`src/core/out_term_pkg.sv`:
```
// Package: register map, function codes and timing constants for the output terminal mux.
package out_term_pkg;

	// ------------------------------------------------------------
	// Register map (byte addresses on APB)
	// ------------------------------------------------------------
	localparam logic [7:0] DIGITAL_OUT_ONE_FUNCTION_ADDR       = 8'h00;
	localparam logic [7:0] MAIN_RELAY_FUNCTION_ADDR            = 8'h04;
	localparam logic [7:0] SECOND_RELAY_FUNCTION_ADDR          = 8'h08;
	localparam logic [7:0] RESERVED_OUTPUT_SLOT_ADDR           = 8'h0c;
	localparam logic [7:0] OPEN_COLLECTOR_SWITCH_FUNCTION_ADDR = 8'h10;
	localparam logic [7:0] COMM_VALUE_ADDR                     = 8'h14;
	localparam logic [7:0] TERMINAL_STATUS_ADDR                = 8'h18;

	// ------------------------------------------------------------
	// Reset values and field layout
	// ------------------------------------------------------------
	localparam int          CODE_W             = 8;
	localparam int          NUM_TERMS          = 4;
	localparam logic [7:0]  DIGITAL_OUT_RESET  = 8'h01;
	localparam logic [7:0]  MAIN_RELAY_RESET   = 8'h02;
	localparam logic [7:0]  SECOND_RELAY_RESET = 8'h00;
	localparam logic [7:0]  OPEN_COLL_RESET    = 8'h00;
	localparam int          TERM_DOUT_BIT      = 0;
	localparam int          TERM_RELAY1_BIT    = 1;
	localparam int          TERM_RELAY2_BIT    = 2;
	localparam int          TERM_OCSW_BIT      = 3;

	// ------------------------------------------------------------
	// Function codes
	// ------------------------------------------------------------
	localparam logic [7:0] FN_NONE          = 8'h00;
	localparam logic [7:0] FN_RUNNING       = 8'h01;
	localparam logic [7:0] FN_FAULT_STOP    = 8'h02;
	localparam logic [7:0] FN_ZERO_RUN      = 8'h05;
	localparam logic [7:0] FN_MOTOR_OL_PRE  = 8'h06;
	localparam logic [7:0] FN_DRIVE_OL_PRE  = 8'h07;
	localparam logic [7:0] FN_SET_COUNT     = 8'h08;
	localparam logic [7:0] FN_DESIG_COUNT   = 8'h09;
	localparam logic [7:0] FN_LENGTH        = 8'h0a;
	localparam logic [7:0] FN_SEQ_CYCLE     = 8'h0b;
	localparam logic [7:0] FN_RUN_TIME      = 8'h0c;
	localparam logic [7:0] FN_FREQ_LIMITED  = 8'h0d;
	localparam logic [7:0] FN_TORQUE_LIMIT  = 8'h0e;
	localparam logic [7:0] FN_READY         = 8'h0f;
	localparam logic [7:0] FN_ANALOG_CMP    = 8'h10;
	localparam logic [7:0] FN_UPPER_LIMIT   = 8'h11;
	localparam logic [7:0] FN_LOWER_RUN     = 8'h12;
	localparam logic [7:0] FN_UNDERVOLTAGE  = 8'h13;
	localparam logic [7:0] FN_COMM          = 8'h14;
	localparam logic [7:0] FN_ZERO_ANY      = 8'h17;
	localparam logic [7:0] FN_POWER_ON_TIME = 8'h18;

	// ------------------------------------------------------------
	// Timing
	// ------------------------------------------------------------
	localparam int CLK_HZ          = 200_000_000;
	localparam int SEQ_PULSE_MS    = 250;
	localparam int SEQ_PULSE_CYCLES = CLK_HZ / 1000 * SEQ_PULSE_MS;
	localparam int PULSE_CNT_W     = 26;

	// ------------------------------------------------------------
	// Drive status carrier
	// ------------------------------------------------------------
	typedef struct packed {
		logic running;
		logic fault_stopped;
		logic out_freq_zero;
		logic motor_ol_prealarm;
		logic drive_ol_prealarm;
		logic set_count_reached;
		logic desig_count_reached;
		logic length_reached;
		logic seq_cycle_done;
		logic run_time_reached;
		logic set_freq_beyond_limit;
		logic at_upper_limit;
		logic at_lower_limit;
		logic torque_at_limit;
		logic stall_active;
		logic power_stable;
		logic fault_detected;
		logic operable;
		logic undervoltage;
		logic power_on_time_reached;
	} drive_status_t;

	typedef struct packed {
		logic        psel;
		logic        penable;
		logic        pwrite;
		logic [7:0]  paddr;
		logic [31:0] pwdata;
	} apb_req_t;

endpackage

```
`src/core/term_select.sv`:
```
// Module: combinational selection of one terminal's condition from its function code.
`timescale 1ns/1ps
module term_select (
	// Selection
	input  wire logic [7:0]                  code_in,
	// Conditions
	input  wire out_term_pkg::drive_status_t status_in,
	input  wire logic                        analog_gt_in,
	input  wire logic                        seq_pulse_in,
	input  wire logic                        comm_bit_in,
	// Result
	output logic                             level_out
);
	import out_term_pkg::*;

	always_comb begin
		case (code_in)
			FN_NONE:          level_out = 1'b0;
			FN_RUNNING:       level_out = status_in.running;
			FN_FAULT_STOP:    level_out = status_in.fault_stopped;
			FN_ZERO_RUN:      level_out = status_in.running & status_in.out_freq_zero;
			FN_MOTOR_OL_PRE:  level_out = status_in.motor_ol_prealarm;
			FN_DRIVE_OL_PRE:  level_out = status_in.drive_ol_prealarm;
			FN_SET_COUNT:     level_out = status_in.set_count_reached;
			FN_DESIG_COUNT:   level_out = status_in.desig_count_reached;
			FN_LENGTH:        level_out = status_in.length_reached;
			FN_SEQ_CYCLE:     level_out = seq_pulse_in;
			FN_RUN_TIME:      level_out = status_in.run_time_reached;
			FN_FREQ_LIMITED:  level_out = status_in.set_freq_beyond_limit
				& (status_in.at_upper_limit | status_in.at_lower_limit);
			FN_TORQUE_LIMIT:  level_out = status_in.torque_at_limit
				& status_in.stall_active;
			FN_READY:         level_out = status_in.power_stable
				& ~status_in.fault_detected & status_in.operable;
			FN_ANALOG_CMP:    level_out = analog_gt_in;
			FN_UPPER_LIMIT:   level_out = status_in.running & status_in.at_upper_limit;
			FN_LOWER_RUN:     level_out = status_in.running & status_in.at_lower_limit;
			FN_UNDERVOLTAGE:  level_out = status_in.undervoltage;
			FN_COMM:          level_out = comm_bit_in;
			FN_ZERO_ANY:      level_out = status_in.out_freq_zero
				| ~status_in.running;
			FN_POWER_ON_TIME: level_out = status_in.power_on_time_reached;
			default:          level_out = 1'b0;
		endcase
	end

endmodule

```
`src/core/output_terminal_function_mux.sv`:
```
// Module: APB-programmed function mux for the four switched output terminals.
`timescale 1ns/1ps
module output_terminal_function_mux #(
	parameter int ANALOG_W     = 12,
	parameter int PULSE_CYCLES = out_term_pkg::SEQ_PULSE_CYCLES
) (
	// Clock and reset
	input  wire logic                        sys_clk_in,
	input  wire logic                        rst_in,
	// APB slave
	input  wire logic                        psel_in,
	input  wire logic                        penable_in,
	input  wire logic                        pwrite_in,
	input  wire logic [7:0]                  paddr_in,
	input  wire logic [31:0]                 pwdata_in,
	output logic [31:0]                      prdata_out,
	output logic                             pready_out,
	output logic                             pslverr_out,
	// Drive status from the controller
	input  wire out_term_pkg::drive_status_t status_in,
	input  wire logic [ANALOG_W-1:0]         analog_input_one_in,
	input  wire logic [ANALOG_W-1:0]         analog_input_two_in,
	// Terminals
	output logic                             digital_output_one_out,
	output logic                             main_relay_contacts_out,
	output logic                             second_relay_out,
	output logic                             open_collector_switch_output_out
);
	import out_term_pkg::*;

	// ------------------------------------------------------------
	// State
	// ------------------------------------------------------------
	logic [CODE_W-1:0]      sel_ff [NUM_TERMS];
	logic [CODE_W-1:0]      nxt_sel [NUM_TERMS];
	logic [NUM_TERMS-1:0]   comm_ff;
	logic [NUM_TERMS-1:0]   nxt_comm;
	logic [31:0]            prdata_ff;
	logic [31:0]            nxt_prdata;
	logic                   pready_ff;
	logic                   nxt_pready;
	logic                   pslverr_ff;
	logic                   nxt_pslverr;
	logic [NUM_TERMS-1:0]   term_ff;
	logic [NUM_TERMS-1:0]   nxt_term;
	logic [NUM_TERMS-1:0]   term_level;
	logic                   seq_done_d_ff;
	logic                   nxt_seq_done_d;
	logic [PULSE_CNT_W-1:0] pulse_cnt_ff;
	logic [PULSE_CNT_W-1:0] nxt_pulse_cnt;
	logic                   analog_gt;
	logic                   access;

	// Index of the selector register at an address, or NUM_TERMS when none.
	function automatic int sel_index(input logic [7:0] addr);
		case (addr)
			DIGITAL_OUT_ONE_FUNCTION_ADDR:       sel_index = TERM_DOUT_BIT;
			MAIN_RELAY_FUNCTION_ADDR:            sel_index = TERM_RELAY1_BIT;
			SECOND_RELAY_FUNCTION_ADDR:          sel_index = TERM_RELAY2_BIT;
			OPEN_COLLECTOR_SWITCH_FUNCTION_ADDR: sel_index = TERM_OCSW_BIT;
			default:                             sel_index = NUM_TERMS;
		endcase
	endfunction

	// ------------------------------------------------------------
	// APB register file
	// ------------------------------------------------------------
	// Every access is taken in its first access cycle; pready is registered, so the
	// answer appears one cycle after that access cycle, a single wait state.
	assign access = psel_in & penable_in & ~pready_ff;

	always_comb begin
		int idx;
		idx = sel_index(paddr_in);
		for (int i = 0; i < NUM_TERMS; i++) begin
			nxt_sel[i] = sel_ff[i];
		end
		nxt_comm    = comm_ff;
		nxt_prdata  = prdata_ff;
		nxt_pready  = access;
		nxt_pslverr = 1'b0;
		if (rst_in) begin
			nxt_sel[TERM_DOUT_BIT]   = DIGITAL_OUT_RESET;
			nxt_sel[TERM_RELAY1_BIT] = MAIN_RELAY_RESET;
			nxt_sel[TERM_RELAY2_BIT] = SECOND_RELAY_RESET;
			nxt_sel[TERM_OCSW_BIT]   = OPEN_COLL_RESET;
			nxt_comm    = '0;
			nxt_prdata  = '0;
			nxt_pready  = 1'b0;
		end else if (access) begin
			nxt_prdata = '0;
			if (idx < NUM_TERMS) begin
				if (pwrite_in) begin
					nxt_sel[idx] = pwdata_in[CODE_W-1:0];
				end else begin
					nxt_prdata[CODE_W-1:0] = sel_ff[idx];
				end
			end else if (paddr_in == COMM_VALUE_ADDR) begin
				if (pwrite_in) begin
					nxt_comm = pwdata_in[NUM_TERMS-1:0];
				end else begin
					nxt_prdata[NUM_TERMS-1:0] = comm_ff;
				end
			end else if (paddr_in == TERMINAL_STATUS_ADDR) begin
				nxt_pslverr = pwrite_in;
				nxt_prdata[NUM_TERMS-1:0] = term_ff;
			end else if (paddr_in != RESERVED_OUTPUT_SLOT_ADDR) begin
				// The reserved slot reads zero and ignores writes without an error.
				nxt_pslverr = 1'b1;
			end
		end
	end

	always_ff @(posedge sys_clk_in) begin
		for (int i = 0; i < NUM_TERMS; i++) begin
			sel_ff[i] <= nxt_sel[i];
		end
		comm_ff    <= nxt_comm;
		prdata_ff  <= nxt_prdata;
		pready_ff  <= nxt_pready;
		pslverr_ff <= nxt_pslverr;
	end

	// ------------------------------------------------------------
	// Sequencer cycle pulse
	// ------------------------------------------------------------
	// A new cycle completion during a running pulse restarts the full width, so a
	// short sequencer cycle cannot produce a truncated pulse.
	always_comb begin
		nxt_seq_done_d = status_in.seq_cycle_done;
		nxt_pulse_cnt  = pulse_cnt_ff;
		if (rst_in) begin
			nxt_seq_done_d = 1'b0;
			nxt_pulse_cnt  = '0;
		end else if (status_in.seq_cycle_done & ~seq_done_d_ff) begin
			nxt_pulse_cnt = PULSE_CNT_W'(PULSE_CYCLES);
		end else if (pulse_cnt_ff != '0) begin
			nxt_pulse_cnt = pulse_cnt_ff - PULSE_CNT_W'(1);
		end
	end

	always_ff @(posedge sys_clk_in) begin
		seq_done_d_ff <= nxt_seq_done_d;
		pulse_cnt_ff  <= nxt_pulse_cnt;
	end

	// ------------------------------------------------------------
	// Terminal selection
	// ------------------------------------------------------------
	assign analog_gt = analog_input_one_in > analog_input_two_in;

	genvar g;
	generate
		for (g = 0; g < NUM_TERMS; g++) begin : g_term
			term_select u_sel (
				.code_in      (sel_ff[g]),
				.status_in    (status_in),
				.analog_gt_in (analog_gt),
				.seq_pulse_in (pulse_cnt_ff != '0),
				.comm_bit_in  (comm_ff[g]),
				.level_out    (term_level[g])
			);
		end
	endgenerate

	always_comb begin
		nxt_term = term_level;
		if (rst_in) begin
			nxt_term = '0;
		end
	end

	always_ff @(posedge sys_clk_in) begin
		term_ff <= nxt_term;
	end

	// ------------------------------------------------------------
	// Outputs
	// ------------------------------------------------------------
	assign prdata_out                       = prdata_ff;
	assign pready_out                       = pready_ff;
	assign pslverr_out                      = pslverr_ff;
	assign digital_output_one_out           = term_ff[TERM_DOUT_BIT];
	assign main_relay_contacts_out          = term_ff[TERM_RELAY1_BIT];
	assign second_relay_out                 = term_ff[TERM_RELAY2_BIT];
	assign open_collector_switch_output_out = term_ff[TERM_OCSW_BIT];

endmodule

```
`config.mk`:
```
export PLATFORM = sky130hd
export DESIGN_NAME = output_terminal_function_mux
export DESIGN_NICKNAME = d
export VERILOG_FILES = /design/src/core/out_term_pkg.sv /design/src/core/term_select.sv /design/src/core/output_terminal_function_mux.sv
export SDC_FILE = /design/constraint.sdc
export NUM_CORES = 1
export LEC_CHECK = 0
export ABC_AREA = 0
export BUFFER_PORTS_ARGS = -buffer_cell sky130_fd_sc_hd__buf_2
export CORE_ASPECT_RATIO = 1.1
export CORE_UTILIZATION = 30
export CTS_BUF_LIST = sky130_fd_sc_hd__clkbuf_8 sky130_fd_sc_hd__clkbuf_16
export CTS_CLUSTER_SIZE = 30
export DETAILED_ROUTE_END_ITERATION = 8
export MAX_ROUTING_LAYER = met4
export PLACE_DENSITY = 0.61
export SYNTH_ARGS = -nofsm -noshare
export SYNTH_HDL_FRONTEND = slang
export SYNTH_SLANG_ARGS = --single-unit
```
`constraint.sdc`:
```
create_clock -name sys_clk_in -period 7.1 [get_ports sys_clk_in]
set_input_delay 0.355 -clock sys_clk_in [delete_from_list [all_inputs] [get_ports sys_clk_in]]
set_output_delay 0.355 -clock sys_clk_in [all_outputs]
set_load 0.01 [all_outputs]
```
==> results.toml <==
[critical_path]
crit_path_max_incr_delay_ns = 0.80
crit_path_start_kind = "register"
path_common_cell = "or4_1"
path_cells = "or4_1 > or4_1 > nor4_2 > a21oi_1 > o31a_1"
r2r-start = "pulse_cnt_ff[10]"
rrSetupSlack_ns = 4.21
cp-end-kind = "register"
path_class = "reg -> reg"
r2r-end = "term_ff[1]"
r2r.worst_path.cells = 5
crit_arrival_ns = 3.11
cp_slowest_cell = "nor4_2"
cp_max_fo = 6
cp_data_required_time_ns = 7.32

[synth]
avgSynthCellArea_um2 = 7.50
postSynth.asyncResetShare_pct = 0
postSynthCellCount = 672
synth_edf_count = 0
synth.distinct_cells = 61
syn_area_um2 = 5040
synth_flop_cell = "dfxtp_1"
ys_warn_count = 0
ys_seq_area_share_pct = 30.6
ys_seq_elements = 77

[timing]
fmax_mhz = 346
timing.final.hold_violations = 0
rsz0062_at_grt = "no"
period_share_pct = 40.7
worst-slew-pin-transition_ns = 1.03
final_period_minus_worst_setup_slack_ns = 2.89
relSlewSlack_pct = 30.3
finalClockSkew_ns = 0.0125
tns_ns = 0
maxSlewViolCount = 0
setup_viol = 0

[placement]
gp_congestion = 0.857
numPortBuffers = 78
dpl.hpwl_mm = 10.1
placed_area_um2 = 5430

[grt]
grt_pass1_wl_mm = 22.1
grt_pass1_vias = 4331
grt_remaining_overflow = 0
antenna_found_initial = 3
grt.total_usage_pct = 16.4
grt_max_degree = 57

[die]
ios = 127
die_y_um = 138
dieArea_um2 = 17300
fp.dieW_um = 126
start_util_pct = 30.8
coreArea_um2 = 16400
placementRows = 49

[hold_path]
min_delay_worst_endpoint = "seq_done_d_ff"
min_from = "status_in[11]"
worstHoldPathType = "in -> reg"
worstHoldPathCells = 2

[clocking]
clock_path_buffers = 2
postCtsSetupRepairBufs = 0
ctsHoldBuffers = 0
path_clk_slew_ns = 0.07
cts_root_buffer = "clkbuf_16"
cts_tree = "done"
cts_inserted_buffers = 9
cts_resized = 0
clock_latency_ns = 0.34
h-tree-depth = 3
clkSinkCount = 77

[power]
powerDensity_nw_per_um2 = 188
vdd_ir_drop_max_mv = 0.133
p_leak_nw = 2.21

[cells_and_area]
layout_commonest_cell = "buf_2"
final-seq-area_um2 = 1540
areaGrowthSynthToFinish_pct = 13.5
multi_input_area_um2 = 3110
drive_above_1_share_pct = 14.9
n_fill_cell = 1763
fin_nets = 821
final_cell_mix = "buf_2 (78), dfxtp_1 (77), nand2_1 (74)"
fin_area_um2 = 5720

[route]
top_layer = "met4"
drc = 10
vias_per_cell = 5.28
met3WireLength_um = 649
routedWlPerCell_um = 14.7
wl_mm = 13.6
via_count = 4910
met2_length_mm = 6.58
drt_iter0_drc = 324
wl_met1_mm = 6.16
ant_nets = 0
dr.pass1.iters = 7

[run_status]
violations = "DRC"
status = "complete, but fails checks"

[job]
maxCapViolCount = 0
-- cell families (layout without fill, tap and decap cells) --
family | count (synthesis) | after routing | share of synthesized area, %
adders and majority gates | 14 | 14 | 3.48
and+or+nand+nor | 277 | 277 | 28.0
buffers and inverters | 98 | 126 | 9.41
xor gates and xnor gates | 18 | 18 | 3.13
AOI/OAI and AO/OA | 169 | 169 | 21.7
other | 1 | 27 | 0.0744
DFF | 77 | 77 | 30.6
muxes | 18 | 18 | 3.65
-- area by class of cell --
cell class / count / area share (%)
diodes: 3 / 0.131
clock buffers: 9 / 3.94
clock inverters: 7 / 0.984
inverters: 28 / 1.84
multi-input cells: 520 / 54.4
flip-flops and latches: 77 / 26.9
well taps: 204 / 4.46
repair buffers: 82 / 7.35
-- Yosys cell counts (11+ instances only) --
cell,number,area [um2]
nand3_1,43,215
dfxtp_1,77,1540
mux2i_1,15,150
buf_4,24,180
a22oi_1,12,90.1
ha_1,14,175
nand2_1,74,278
nor2_1,55,206
inv_1,28,105
a21oi_1,58,290
clkbuf_1,40,150
nor2b_1,15,93.8
a221oi_1,12,105
nor4_1,11,68.8
o21ai_0,29,145
nor3_1,22,110
-- routing by layer --
metal | vias up | global-route usage, %
met1 | 2284 | 20.4
met4 | 0 | 5.35
met2 | 107 | 26.7
met5 | - | -
met3 | 19 | 3.20
li1 | 2500 | -
-- where the power goes --
group	total, mW	internal [mW]	switching, mW
sequential	0.468	0.451	0.0172
clock	0.434	0.241	0.193
combinational	0.172	0.0704	0.101
-- worst max-delay path, delay by kind of cell (launching register included) --
family,cells,cell delay (ns)
simple gates,3,1.93
compound gates,2,0.49
flops,1,0.35
-- how the worst max path moves through the flow --
stage	to	slack, ns	cells past startpoint	start
final	term_ff[1]	4.21	5	pulse_cnt_ff[10]
after global routing	term_ff[1]	4.07	5	pulse_cnt_ff[10]
after CTS	term_ff[1]	4.23	5	pulse_cnt_ff[10]
after detailed placement	term_ff[1]	4.23	5	pulse_cnt_ff[10]
after global placement	term_ff[1]	4.26	5	pulse_cnt_ff[10]
after floorplan	pulse_cnt_ff[6]	4.51	9	pulse_cnt_ff[17]
-- metrics by stage --
step / worst slack [ns] / util [%] / std cells / power [mW] / hold slack (ns)
floorplan: 4.51 / - / 695 / 0.606 / 0.449
global placement: 4.26 / 33.2 / 911 / 0.648 / 0.444
detailed placement: 4.23 / 33.2 / 911 / 0.649 / 0.447
CTS: 4.23 / 34.9 / 927 / 1.08 / 0.246
global route: 4.07 / 34.9 / 930 / 1.13 / 0.262
finish: 4.21 / 34.9 / 930 / 1.07 / 0.246
-- state kept, by name, indices dropped and copies added (netlist names) --
signal         count
comm_ff            4
prdata_out         8
pready_out         1
pslverr_out        1
pulse_cnt_ff      26
sel_ff            32
seq_done_d_ff      1
term_ff            4
No activity file was read; power rests on OpenSTA's default activity.
